==> src/shared/cbt_pkg.sv <==
// Package for the CAN bit-timing configuration block: map, fields, states
//
// Behaviour
// - Timing registers always readable; writes accepted only in initialization mode.
// - Jump width field bits 7:6 gives value plus one quanta, 1 to 4.
// - Prescaler field bits 5:0 divides CAN clock by value plus one.
// - Sampling bit 0: received bit is the single sample at sample point.
// - Sampling bit 1: three samples per bit, majority vote decides.
// - Segment-two field bits 6:4 gives value plus one quanta, 1 to 8.
// - Segment-one field bits 3:0 gives value plus one quanta, 1 to 16.
// - Bit time is prescaler over CAN clock times one plus both segments.
// - Segment lengths fix quanta per bit and the sample point position.
// - Initialization mode active only while request and acknowledge are both set.
// - CAN clock is oscillator clock when select is 0, bus clock when 1.
package cbt_pkg;

  localparam int ADDR_W = 12;

  // Register indices; byte address is four times the index
  localparam int REG_IDX_CTRL = 'h0;
  localparam int REG_IDX_STATUS = 'h1;
  localparam int REG_IDX_BTR0 = 'h2;
  localparam int REG_IDX_BTR1 = 'h3;
  localparam int BYTES_PER_REG = 4;

  localparam logic [ADDR_W-1:0] ADDR_CTRL = ADDR_W'(REG_IDX_CTRL * BYTES_PER_REG);
  localparam logic [ADDR_W-1:0] ADDR_STATUS = ADDR_W'(REG_IDX_STATUS * BYTES_PER_REG);
  localparam logic [ADDR_W-1:0] ADDR_BTR0 = ADDR_W'(REG_IDX_BTR0 * BYTES_PER_REG);
  localparam logic [ADDR_W-1:0] ADDR_BTR1 = ADDR_W'(REG_IDX_BTR1 * BYTES_PER_REG);

  // bus_timing_prescale_jump layout
  typedef struct packed {
    logic [1:0] resyncJumpWidth;
    logic [5:0] quantumPrescaler;
  } cbt_btr0_t;

  // bus_timing_segments_sampling layout
  typedef struct packed {
    logic tripleSampleSelect;
    logic [2:0] secondSegmentLen;
    logic [3:0] firstSegmentLen;
  } cbt_btr1_t;

  // Control register: request and clock source
  typedef struct packed {
    logic [5:0] reserved;
    logic protocolClockSelect;
    logic initRequest;
  } cbt_ctrl_t;

  // Status register: handshake and receive state
  typedef struct packed {
    logic [4:0] reserved;
    logic resyncSeen;
    logic receivedBit;
    logic initAcknowledge;
  } cbt_status_t;

  localparam cbt_btr0_t BTR0_RESET = 8'h00;
  localparam cbt_btr1_t BTR1_RESET = 8'h00;
  localparam cbt_ctrl_t CTRL_RESET = 8'h01;
  localparam logic [31:0] READ_ZERO = 32'h0000_0000;

  localparam logic CLK_SEL_OSC = 1'b0;
  localparam logic RECESSIVE = 1'b1;

  typedef enum logic [1:0] {SEG_SYNC, SEG_ONE, SEG_TWO} cbt_seg_t;

endpackage
==> src/design/cbt_bit_sampler.sv <==
// Bus level sampler: single sample or majority of three consecutive quanta
`timescale 1ns/100ps
`default_nettype none
module cbt_bit_sampler (
  input wire logic clock,
  input wire logic rst,
  input wire logic quantumTick,
  input wire logic rxLevel,
  input wire logic samplePoint,
  input wire logic tripleSample,
  output logic bitValue
);

  logic [1:0] history_reg;

  function automatic logic majority3(input logic a, input logic b, input logic c);
    majority3 = (a & b) | (a & c) | (b & c);
  endfunction

  // Level seen on the two quanta before the current one
  always_ff @(posedge clock)
  begin
    if (rst)
      history_reg <= {2{cbt_pkg::RECESSIVE}};
    else if (quantumTick)
      history_reg <= {history_reg[0], rxLevel};
  end

  // Decide the bit on the sample point quantum
  always_ff @(posedge clock)
  begin
    if (rst)
      bitValue <= cbt_pkg::RECESSIVE;
    else if (quantumTick && samplePoint)
    begin
      if (tripleSample)
        bitValue <= majority3(history_reg[1], history_reg[0], rxLevel);
      else
        bitValue <= rxLevel;
    end
  end

endmodule
`default_nettype wire

==> src/design/cbt_bit_timing_config.sv <==
// Top of the CAN bit-timing block: APB registers, init handshake, bit timing
`timescale 1ns/100ps
`default_nettype none
module cbt_bit_timing_config #(
  parameter int ADDR_W = cbt_pkg::ADDR_W
) (
  input wire logic clock,
  input wire logic rst,
  // APB slave
  input wire logic psel,
  input wire logic penable,
  input wire logic pwrite,
  input wire logic [ADDR_W-1:0] paddr,
  input wire logic [31:0] pwdata,
  output logic [31:0] prdata,
  output logic pready,
  output logic pslverr,
  // Oscillator clock source as a tick strobe in this clock domain; the bus clock source is this clock itself
  input wire logic oscClockTick,
  // Bus side
  input wire logic rxPin,
  // Timing outputs
  output logic quantumPulse,
  output logic bitStartPulse,
  output logic samplePulse,
  output logic receivedBit,
  output logic initActive
);

  // Elaboration check: the map needs the full decode width
  if (ADDR_W < cbt_pkg::ADDR_W)
  begin
    $error("cbt_bit_timing_config: ADDR_W too narrow for the register map");
  end

  cbt_pkg::cbt_btr0_t btr0_reg;
  cbt_pkg::cbt_btr1_t btr1_reg;
  cbt_pkg::cbt_ctrl_t ctrl_reg;
  logic initAck_reg;
  logic resyncSeen_reg;
  cbt_pkg::cbt_seg_t seg_reg;
  cbt_pkg::cbt_seg_t seg_next;
  logic [4:0] remain_reg;
  logic [4:0] remain_next;
  logic [4:0] elapsed_reg;
  logic resyncDone_reg;
  logic prevRx_reg;
  logic canClockTick;
  logic quantumTick;
  logic initMode;
  logic accessWrite;
  logic mapped;
  logic rxEdge;
  logic atSample;
  logic bitEnd;
  logic resyncNow;
  logic [4:0] jumpLen;
  logic [4:0] lengthen;
  logic sampledBit;
  cbt_pkg::cbt_status_t statusView;

  // Smaller of two quanta counts, used only to lengthen segment one on resync
  function automatic logic [4:0] minQuanta(input logic [4:0] a, input logic [4:0] b);
    minQuanta = (a < b) ? a : b;
  endfunction

  // Init mode needs both handshake halves set
  assign initMode = ctrl_reg.initRequest && initAck_reg;

  // Select the CAN clock: oscillator strobe or every bus clock edge
  assign canClockTick = (ctrl_reg.protocolClockSelect == cbt_pkg::CLK_SEL_OSC) ? oscClockTick : 1'b1;

  // Write takes effect on the access edge that also sees pready
  assign accessWrite = psel && penable && pready && pwrite;

  assign mapped = (paddr == cbt_pkg::ADDR_CTRL) || (paddr == cbt_pkg::ADDR_STATUS) ||
                  (paddr == cbt_pkg::ADDR_BTR0) || (paddr == cbt_pkg::ADDR_BTR1);

  assign statusView = '{reserved: '0, resyncSeen: resyncSeen_reg,
                        receivedBit: sampledBit, initAcknowledge: initAck_reg};

  // APB answer: pready in the first cycle of the access phase, data from flops
  always_ff @(posedge clock)
  begin
    if (rst)
    begin
      pready <= 1'b0;
      pslverr <= 1'b0;
      prdata <= cbt_pkg::READ_ZERO;
    end
    else if (psel && !penable)
    begin
      pready <= 1'b1;
      pslverr <= !mapped;
      if (paddr == cbt_pkg::ADDR_CTRL)
        prdata <= {24'h000000, ctrl_reg};
      else if (paddr == cbt_pkg::ADDR_STATUS)
        prdata <= {24'h000000, statusView};
      else if (paddr == cbt_pkg::ADDR_BTR0)
        prdata <= {24'h000000, btr0_reg};
      else if (paddr == cbt_pkg::ADDR_BTR1)
        prdata <= {24'h000000, btr1_reg};
      else
        prdata <= cbt_pkg::READ_ZERO;
    end
    else
    begin
      pready <= 1'b0;
      pslverr <= 1'b0;
    end
  end

  // Timing registers: writes outside init mode are silently dropped
  always_ff @(posedge clock)
  begin
    if (rst)
    begin
      btr0_reg <= cbt_pkg::BTR0_RESET;
      btr1_reg <= cbt_pkg::BTR1_RESET;
    end
    else if (accessWrite && initMode)
    begin
      if (paddr == cbt_pkg::ADDR_BTR0)
        btr0_reg <= pwdata[7:0];
      if (paddr == cbt_pkg::ADDR_BTR1)
        btr1_reg <= pwdata[7:0];
    end
  end

  // Request always writable; clock source only while in init mode
  always_ff @(posedge clock)
  begin
    if (rst)
      ctrl_reg <= cbt_pkg::CTRL_RESET;
    else if (accessWrite && paddr == cbt_pkg::ADDR_CTRL)
    begin
      ctrl_reg.initRequest <= pwdata[0];
      if (initMode)
        ctrl_reg.protocolClockSelect <= pwdata[1];
    end
  end

  // Acknowledge: entered at a bit boundary so no bit is cut, left at once
  always_ff @(posedge clock)
  begin
    if (rst)
      initAck_reg <= 1'b1;
    else if (!ctrl_reg.initRequest)
      initAck_reg <= 1'b0;
    else if (bitEnd || seg_reg == cbt_pkg::SEG_SYNC)
      initAck_reg <= 1'b1;
  end

  // Output from a flop; lags init mode by one cycle, so poll it before writing
  always_ff @(posedge clock)
  begin
    if (rst)
      initActive <= 1'b1;
    else
      initActive <= initMode;
  end

  cbt_quantum_prescaler #(
    .PRESC_W(6)
  ) u_prescaler (
    .clock(clock),
    .rst(rst),
    .hold(initMode),
    .canClockTick(canClockTick),
    .divisorMinusOne(btr0_reg.quantumPrescaler),
    .quantumTick(quantumTick)
  );

  // Recessive to dominant edge seen between two quanta
  always_ff @(posedge clock)
  begin
    if (rst || initMode)
      prevRx_reg <= cbt_pkg::RECESSIVE;
    else if (quantumTick)
      prevRx_reg <= rxPin;
  end

  assign rxEdge = quantumTick && prevRx_reg && !rxPin;

  // Jump width is field plus one quanta
  assign jumpLen = {3'b000, btr0_reg.resyncJumpWidth} + 5'd1;
  assign atSample = quantumTick && seg_reg == cbt_pkg::SEG_ONE && remain_reg == '0;
  assign resyncNow = rxEdge && !resyncDone_reg && seg_reg != cbt_pkg::SEG_SYNC;
  assign lengthen = minQuanta(elapsed_reg, jumpLen);

  // Segment sequencer: sync quantum, segment one, sample, segment two
  always_comb
  begin
    seg_next = seg_reg;
    remain_next = remain_reg;
    bitEnd = 1'b0;
    case (seg_reg)
      cbt_pkg::SEG_SYNC:
      begin
        seg_next = cbt_pkg::SEG_ONE;
        remain_next = {1'b0, btr1_reg.firstSegmentLen};
      end
      cbt_pkg::SEG_ONE:
      begin
        if (remain_reg == '0 && !resyncNow)
        begin
          seg_next = cbt_pkg::SEG_TWO;
          remain_next = {2'b00, btr1_reg.secondSegmentLen};
        end
        else if (resyncNow)
          remain_next = remain_reg + lengthen - ((remain_reg == '0) ? 5'd0 : 5'd1);
        else
          remain_next = remain_reg - 5'd1;
      end
      cbt_pkg::SEG_TWO:
      begin
        if (resyncNow && (remain_reg + 5'd1) <= jumpLen)
        begin
          // Edge close enough: it becomes the next bit's sync quantum
          seg_next = cbt_pkg::SEG_ONE;
          remain_next = {1'b0, btr1_reg.firstSegmentLen};
          bitEnd = 1'b1;
        end
        else if (resyncNow)
          remain_next = remain_reg - jumpLen;
        else if (remain_reg == '0)
        begin
          seg_next = cbt_pkg::SEG_SYNC;
          bitEnd = 1'b1;
        end
        else
          remain_next = remain_reg - 5'd1;
      end
      default:
      begin
        seg_next = cbt_pkg::SEG_SYNC;
      end
    endcase
  end

  // Advance one quantum per tick; the bit is 1 + seg1 + seg2 quanta long
  always_ff @(posedge clock)
  begin
    if (rst || initMode)
    begin
      seg_reg <= cbt_pkg::SEG_SYNC;
      remain_reg <= '0;
    end
    else if (quantumTick)
    begin
      seg_reg <= seg_next;
      remain_reg <= remain_next;
    end
  end

  // Quanta since bit start, measures phase error of edges in segment one
  always_ff @(posedge clock)
  begin
    if (rst || initMode)
      elapsed_reg <= '0;
    else if (quantumTick)
    begin
      if (seg_next == cbt_pkg::SEG_SYNC || (bitEnd && seg_next == cbt_pkg::SEG_ONE))
        elapsed_reg <= '0;
      else if (elapsed_reg != '1)
        elapsed_reg <= elapsed_reg + 5'd1;
    end
  end

  // One resync per bit keeps noise from walking the sample point
  always_ff @(posedge clock)
  begin
    if (rst || initMode)
      resyncDone_reg <= 1'b0;
    else if (resyncNow)
      resyncDone_reg <= 1'b1;
    else if (quantumTick && bitEnd)
      resyncDone_reg <= 1'b0;
  end

  // Sticky resync indicator, cleared on entry to init mode
  always_ff @(posedge clock)
  begin
    if (rst || initMode)
      resyncSeen_reg <= 1'b0;
    else if (resyncNow)
      resyncSeen_reg <= 1'b1;
  end

  cbt_bit_sampler u_sampler (
    .clock(clock),
    .rst(rst || initMode),
    .quantumTick(quantumTick),
    .rxLevel(rxPin),
    .samplePoint(atSample && !resyncNow),
    .tripleSample(btr1_reg.tripleSampleSelect),
    .bitValue(sampledBit)
  );

  // Registered timing strobes
  always_ff @(posedge clock)
  begin
    if (rst)
    begin
      quantumPulse <= 1'b0;
      bitStartPulse <= 1'b0;
      samplePulse <= 1'b0;
      receivedBit <= cbt_pkg::RECESSIVE;
    end
    else
    begin
      quantumPulse <= quantumTick;
      bitStartPulse <= quantumTick && bitEnd && !initMode;
      samplePulse <= atSample && !resyncNow && !initMode;
      receivedBit <= sampledBit;
    end
  end

endmodule
`default_nettype wire

==> src/design/cbt_quantum_prescaler.sv <==
// Time quantum generator: divides the CAN clock ticks by prescaler plus one
`timescale 1ns/100ps
`default_nettype none
module cbt_quantum_prescaler #(
  parameter int PRESC_W = 6
) (
  input wire logic clock,
  input wire logic rst,
  input wire logic hold,
  input wire logic canClockTick,
  input wire logic [PRESC_W-1:0] divisorMinusOne,
  output logic quantumTick
);

  // Elaboration check: a zero-width counter cannot divide
  if (PRESC_W < 1)
  begin
    $error("cbt_quantum_prescaler: PRESC_W must be at least 1");
  end

  logic [PRESC_W-1:0] count_reg;

  // Divide by field value plus one; held in init so the bit restarts clean
  always_ff @(posedge clock)
  begin
    if (rst || hold)
    begin
      count_reg <= '0;
      quantumTick <= 1'b0;
    end
    else if (canClockTick)
    begin
      if (count_reg >= divisorMinusOne)
      begin
        count_reg <= '0;
        quantumTick <= 1'b1;
      end
      else
      begin
        count_reg <= count_reg + 1'b1;
        quantumTick <= 1'b0;
      end
    end
    else
    begin
      quantumTick <= 1'b0;
    end
  end

endmodule
`default_nettype wire

==> config.mk <==
export PLATFORM = sky130hd
export DESIGN_NAME = cbt_bit_timing_config
export DESIGN_NICKNAME = d
export VERILOG_FILES = /design/src/shared/cbt_pkg.sv /design/src/design/cbt_bit_sampler.sv /design/src/design/cbt_bit_timing_config.sv /design/src/design/cbt_quantum_prescaler.sv
export SDC_FILE = /design/constraint.sdc
export NUM_CORES = 1
export LEC_CHECK = 0
export ABC_CLOCK_PERIOD_IN_PS = 6900
export BUFFER_PORTS_ARGS = -buffer_cell sky130_fd_sc_hd__buf_2
export CORE_MARGIN = 5
export CORE_UTILIZATION = 42
export CTS_CLUSTER_DIAMETER = 120
export CTS_CLUSTER_SIZE = 12
export DETAILED_ROUTE_END_ITERATION = 8
export PLACE_DENSITY = 0.65
export SYNTH_ARGS = -nofsm -noshare
export SYNTH_HDL_FRONTEND = slang
export SYNTH_SLANG_ARGS = --single-unit
==> constraint.sdc <==
create_clock -name clock -period 6.9 [get_ports clock]
set_input_delay 0.69 -clock clock [delete_from_list [all_inputs] [get_ports clock]]
set_output_delay 0.69 -clock clock [all_outputs]
set_load 0.02 [all_outputs]
==> results of run 1 <==
[stage by stage]
stage	hold WS, ns	utilization, %
2_1_floorplan	0.435	-
3_3_place_gp	0.463	45.4
3_5_place_dp	0.479	45.4
4_1_cts	0.491	47.6
5_1_grt	0.529	47.6
6_report	0.490	47.6
[synthesized netlist by cell type (3+ instances only)]
| cell | number |
|---|---|
| nand2b_1 | 5 |
| o211ai_1 | 3 |
| nand3_1 | 7 |
| inv_1 | 35 |
| xnor2_1 | 8 |
| nand4_1 | 3 |
| nor4_1 | 4 |
| o21ai_0 | 23 |
| nor2_1 | 45 |
| a31oi_1 | 3 |
| a211oi_1 | 3 |
| a21o_1 | 6 |
| and3_1 | 3 |
| ha_1 | 31 |
| dfxtp_1 | 58 |
| and2_1 | 5 |
| nand2_1 | 24 |
| xor2_1 | 8 |
| mux2i_1 | 25 |
| a21oi_1 | 29 |
| clkbuf_1 | 12 |
| o22ai_1 | 7 |
| buf_4 | 26 |
| nor3_1 | 19 |
| nor2b_1 | 8 |
| maj3_1 | 3 |
[metal layers]
layer  share of wire [%]  vias up  track usage, %
met5                   0        -               0
met4                 2.2        0            6.20
met3                 5.2       17            3.24
met2                  47       87            26.5
met1                  45     1528            20.2
li1                    -     1619               -
[power by group]
part	total (W)	leakage (nW)	internal (W)	switching [W]
registers	0.000335	0.468	0.000335	0.000000146
clock network	0.000308	0.0941	0.000173	0.000135
logic	0.0000359	1.17	0.0000100	0.0000259
[layout make-up]
type / count / area [sq um]
multi-input cells: 343 / 2360
flip-flops and latches: 58 / 1160
clock buffers: 10 / 138
repair buffers: 42 / 213
fillers: 866 / 4620
inverters: 35 / 131
well taps: 108 / 135
clock inverters: 5 / 55.1
[worst paths after layout]
kind | from | to | slack, ns
worst min register to register | resyncSeen_reg$_SDFFE_PP0P_ | resyncSeen_reg$_SDFFE_PP0P_ | 0.49
worst min-delay path | resyncSeen_reg$_SDFFE_PP0P_ | resyncSeen_reg$_SDFFE_PP0P_ | 0.49
worst max-delay path | btr0_reg[6]$_SDFFE_PP0P_ | remain_reg[4]$_SDFFE_PP0P_ | 3.14
worst max register to register | btr0_reg[6]$_SDFFE_PP0P_ | remain_reg[4]$_SDFFE_PP0P_ | 3.14
[worst max-delay path: stages, from the launching register on]
cell	delay [ns]
dfxtp_1	0.40
ha_1	0.41
inv_1	0.15
o22ai_1	0.12
o21ai_0	0.10
a2111o_1	0.49
o21ai_0	0.23
ha_1	0.27
inv_1	0.06
ha_1	0.16
inv_1	0.06
fa_1	0.39
inv_1	0.07
a21o_1	0.10
a21oi_1	0.07
xnor2_1	0.15
a21o_1	0.19
o21ai_0	0.15
a21oi_1	0.08
[cell families after synthesis]
logic type	count (synthesis)	synth area share, %
simple gates	142	19.1
flops	58	30.2
buf+inv	78	10.6
mux	29	8.28
other cells	2	0.196
xor+xnor	16	3.65
compound gates	96	16.6
fa+ha+maj	35	11.4
==> summary.txt, run 1 <==
Yosys top cell by area -> dfxtp_1
GPL Wtd Cong -> 0.879
Worst vdd ir -> 84.8 uV
Critical path class -> reg2reg
Pins Over Slew Limit -> 0
First-pass GRT wire length -> 14.6 mm
Ratio of cells with drive above 1 in the final layout -> 15.8%
Worst Hold Class -> reg2reg
Reg2reg path depth -> 18
Post_cts resized -> 0
Die H -> 106 um
Normalized max-slew margin -> 43.0%
P&R area growth vs syn -> 9.12%
I/O Buffers -> 41
Part of the Yosys area used for sequential elements -> 30.2%
Final Hold Vio Count -> 0
Ys Warns -> 0
Ant diodes -> 0
CTS buffer count -> 9
WL/cell -> 14.8 um
Row count -> 34
Via count -> 3251
Commonest non-fill, non-tap cell in the layout -> dfxtp_1
Layout Nets -> 572
Crit end category -> register
Final setup skew -> 0.00749 ns
# IOs -> 90
Die area -> 11200 sq um
CTS tree -> yes
CP startpoint kind -> register
Die X -> 106 um
Max Fclk -> 266 MHz
Area after DPL -> 4000 sq um
Placed cell count -> 586
Initial core utilization -> 43.6%
Distinct cells, synth -> 66
Setup violators final -> 0
Worst-margin pin slew -> 0.855 ns
ANT nets after route -> 0
RSZ-0062 raised after global routing -> false
Post-route cell area -> 4190 sq um
H-Tree Depth -> 3
Clock tree buffer depth -> 2
Outcome -> finished, final reports clean
Final wirelength -> 8.92 mm
EDFF count, synth -> 0
Clock Tree Root -> clkbuf_8
GRT Overall Usage -> 15.9%
TritonRoute pass-1 iters -> 4
Largest net degree at the start of global routing -> 32
DP HPWL -> 6.78 mm
Setup WS pre-CTS -> 3.14 ns
CTS hold repair buffers -> 0
Syn Inst Count -> 456
Initial antenna violation count -> 0
Share of the synthesized area in the top cell type -> 30.2%
Grt ovf -> 0
Final setup margin -> 3.14 ns
Min cycle time layout -> 3.76 ns
Ys async rst share -> 0%
Core box area -> 8810 sq um
Final std cells w/o fill -> 601
Worst-skew pair later-pin latency -> 0.34 ns
Crit Path Max Fanout -> 6
Leak -> 1.73 nW
Mapped cell area -> 3840 sq um
Post-synth top flop -> dfxtp_1
Initial drt markers -> 182
CTS clk-pin slew, worst paths -> 0.07 ns
Vias in the first global route -> 3098
MaxCap Viol Count -> 0
Fraction of the cycle the final worst path needs -> 54.5%
Via density -> 5.41
Sum Neg Setup Slack -> 0 ns
Avg Cell Area, Syn -> 8.42 sq um
Clock sinks -> 58
Dominant cells by area after synthesis -> dfxtp_1 30%, ha_1 10%, mux2i_1 6.5%
Most frequent cells in the layout -> 58 x dfxtp_1, 45 x nor2_1, 41 x buf_2
Seq cells post-synth -> 58
DRC viols -> 0
Post-CTS Setup Bufs -> 0
Power per cell area -> 162 nW/um^2
Tot Pwr -> 0.000679 W
Hold path depth -> 2
Critical Path AT -> 3.97 ns
Worst EP required -> 7.11 ns
No activity file was read; power rests on OpenSTA's default activity.
==> inputs of run 2 (changes only) <==
ABC_CLOCK_PERIOD_IN_PS = 3600   (was 6900)
clock period = 3.6 ns   (was 6.9 ns; I/O delays follow)
==> run 2 against run 1 <==
Compared with the run above:
- clock power grew 66%
- final area grew 0.36%
- power grew 80%
- count of clock-buffer cells in the layout grew 1
- fmax grew 13%
- via count grew 0.83%
- combinational power grew 89%
- global-route usage grew 0.35 points
- final cell count grew 0.67%
- sequential share of layout area is essentially flat
- critical path type unchanged
- highest routed layer unchanged
==> summary.txt, run 2 (synthesized netlist as in run 1, its figures left out) <==
ANT nets after route -> 0 (unchanged)
Commonest non-fill, non-tap cell in the layout -> dfxtp_1 (unchanged)
Power per cell area -> 290 nW/um^2 (was 162 nW/um^2)
Core box area -> 8810 sq um (unchanged)
Worst-skew pair later-pin latency -> 0.33 ns (was 0.34 ns)
Area after DPL -> 4040 sq um (was 4000 sq um)
Worst EP required -> 3.80 ns (was 7.11 ns)
Ratio of cells with drive above 1 in the final layout -> 17.5% (was 15.8%)
Most frequent cells in the layout -> 56 x dfxtp_1, 45 x nor2_1, 41 x buf_2 (was 58 x dfxtp_1, 45 x nor2_1, 41 x buf_2)
Reg2reg path depth -> 18 (unchanged)
CTS hold repair buffers -> 0 (unchanged)
Fraction of the cycle the final worst path needs -> 92.5% (was 54.5%)
Initial drt markers -> 169 (was 182)
Final wirelength -> 9.03 mm (was 8.92 mm)
Ant diodes -> 0 (unchanged)
H-Tree Depth -> 3 (unchanged)
Via count -> 3278 (was 3251)
Setup violators final -> 0 (unchanged)
Critical Path AT -> 3.53 ns (was 3.97 ns)
Initial core utilization -> 43.6% (unchanged)
Clock Tree Root -> clkbuf_8 (unchanged)
Clock tree buffer depth -> 2 (unchanged)
Outcome -> finished, final reports clean (unchanged)
Worst-path cell chain -> ha_2 -> inv_2 -> ha_1 -> a2111o_1 -> nand2_1 -> o21ai_0 -> ha_1 -> inv_1 -> ha_1 -> inv_1 -> fa_2 -> inv_1 -> a21o_1 -> a21oi_1 -> xnor2_1 -> a21o_1 -> o21ai_2 -> a21oi_1 (was ha_1 -> inv_1 -> o22ai_1 -> o21ai_0 -> a2111o_1 -> o21ai_0 -> ha_1 -> inv_1 -> ha_1 -> inv_1 -> fa_1 -> inv_1 -> a21o_1 -> a21oi_1 -> xnor2_1 -> a21o_1 -> o21ai_0 -> a21oi_1)
Worst vdd ir -> 215 uV (was 84.8 uV)
WL/cell -> 14.9 um (was 14.8 um)
Leak -> 1.74 nW (was 1.73 nW)
Die X -> 106 um (unchanged)
Multi-input logic area -> 2370 sq um (was 2360 sq um)
Crit end category -> register (unchanged)
GPL Wtd Cong -> 0.883 (was 0.879)
DRC viols -> 0 (unchanged)
Die area -> 11200 sq um (unchanged)
Tot Pwr -> 0.00122 W (was 0.000679 W)
MaxCap Viol Count -> 0 (unchanged)
Initial antenna violation count -> 0 (unchanged)
Sum Neg Setup Slack -> 0 ns (unchanged)
Worst-margin pin slew -> 0.840 ns (was 0.855 ns)
Normalized max-slew margin -> 44.0% (was 43.0%)
RSZ-0062 raised after global routing -> false (unchanged)
Slowest stage delay, CP -> 0.48 ns (was 0.49 ns)
Vias in the first global route -> 3176 (was 3098)
TritonRoute pass-1 iters -> 5 (was 4)
Final setup skew -> 0.00823 ns (was 0.00749 ns)
Reg area -> 1160 sq um (about the same)
Fill cells -> 845 (was 866)
Hold path depth -> 3 (was 2)
Crit Path Max Fanout -> 5 (was 6)
Grt ovf -> 0 (unchanged)
CTS clk-pin slew, worst paths -> 0.07 ns (about the same)
CP startpoint kind -> register (unchanged)
Die H -> 106 um (unchanged)
Min cycle time layout -> 3.33 ns (was 3.76 ns)
Final Hold Vio Count -> 0 (unchanged)
P&R area growth vs syn -> 9.51% (was 9.12%)
Pins Over Slew Limit -> 0 (unchanged)
First-pass GRT wire length -> 15.0 mm (was 14.6 mm)
Critical path class -> reg2reg (unchanged)
# IOs -> 90 (unchanged)
I/O Buffers -> 41 (unchanged)
Largest net degree at the start of global routing -> 32 (unchanged)
Via density -> 5.42 (was 5.41)
Clock sinks -> 58 (unchanged)
Post-route cell area -> 4210 sq um (was 4190 sq um)
Final setup margin -> 0.270 ns (was 3.14 ns)
Max Fclk -> 300 MHz (was 266 MHz)
Setup WS pre-CTS -> 0.0903 ns (was 3.14 ns)
GRT Overall Usage -> 16.2% (was 15.9%)
Row count -> 34 (unchanged)
CTS tree -> yes (unchanged)
DP HPWL -> 6.80 mm (was 6.78 mm)
CP max-delay cell -> a2111o_1 (unchanged)
Worst Hold Class -> in2reg (was reg2reg)
Layout Nets -> 577 (was 572)
CTS buffer count -> 9 (unchanged)
Final hold slack -> 0.283 ns (was 0.490 ns)
[run 2: cell types whose count changed in the layout (fill, tap and decap cells not counted), sizes merged]
cell / before / now
buf: 42 / 47
clkinvlp: 2 / 1
clkbuf: 10 / 11
bufinv: 1 / 0
[run 2: where the power goes]
| group | total (W) | internal (W) | switching (W) |
|---|---|---|---|
| registers | 0.000643 | 0.000642 | 0.000000273 |
| logic | 0.0000680 | 0.0000192 | 0.0000488 |
| clock network | 0.000510 | 0.000258 | 0.000252 |
| total | 0.00122 | 0.000920 | 0.000301 |
[run 2: worst paths after layout]
check	from	end	slack, ns
setup / recovery	btr0_reg[7]$_SDFFE_PP0P_	remain_reg[4]$_SDFFE_PP0P_	0.27
hold / removal	pwdata[4]	btr1_reg[4]$_SDFFE_PP0P_	0.28
setup reg to reg	btr0_reg[7]$_SDFFE_PP0P_	remain_reg[4]$_SDFFE_PP0P_	0.27
hold reg to reg	prdata[6]$_SDFFE_PP0P_	prdata[6]$_SDFFE_PP0P_	0.49
[run 2: timing repair]
action,in CTS,in global routing
resized for setup,0,8
endpoints found under the setup margin,0,2
setup buffers,0,0
[run 2: per-stage QoR]
stage	utilization, %	instances
floorplan	-	479
finish	47.8	605
CTS	47.6	605
detailed placement	45.8	591
global placement	45.8	591
global route	47.8	605
[run 2: worst max-delay path, delay by kind of cell (launching register included)]
kind,cells,cell delay (ns)
AO/OA/AOI/OAI,7,1.13
XOR/XNOR,1,0.13
adder cells (fa/ha/maj),5,1.25
buffers and inverters,4,0.24
flip-flops,1,0.35
AND/OR/NAND/NOR,1,0.09
[run 2: routing by layer]
| metal | share of wire, % | wire (um) | vias up | GRT usage, % |
|---|---|---|---|---|
| met4 | 1.7 | 156 | 0 | 4.81 |
| met3 | 5.4 | 490 | 13 | 3.85 |
| li1 | - | - | 1630 | - |
| met5 | 0 | 0 | - | 0 |
| met2 | 47 | 4260 | 103 | 27.4 |
| met1 | 46 | 4120 | 1532 | 20.7 |
[run 2: cell type report]
| cell class | instances | area share (%) |
|---|---|---|
| clock buffer | 11 | 3.36 |
| clock inverter | 3 | 0.417 |
| inverter | 35 | 3.12 |
| multi-input combinational | 343 | 56.3 |
| sequential | 58 | 27.7 |
| tap | 108 | 3.21 |
| timing repair buffer | 47 | 5.95 |
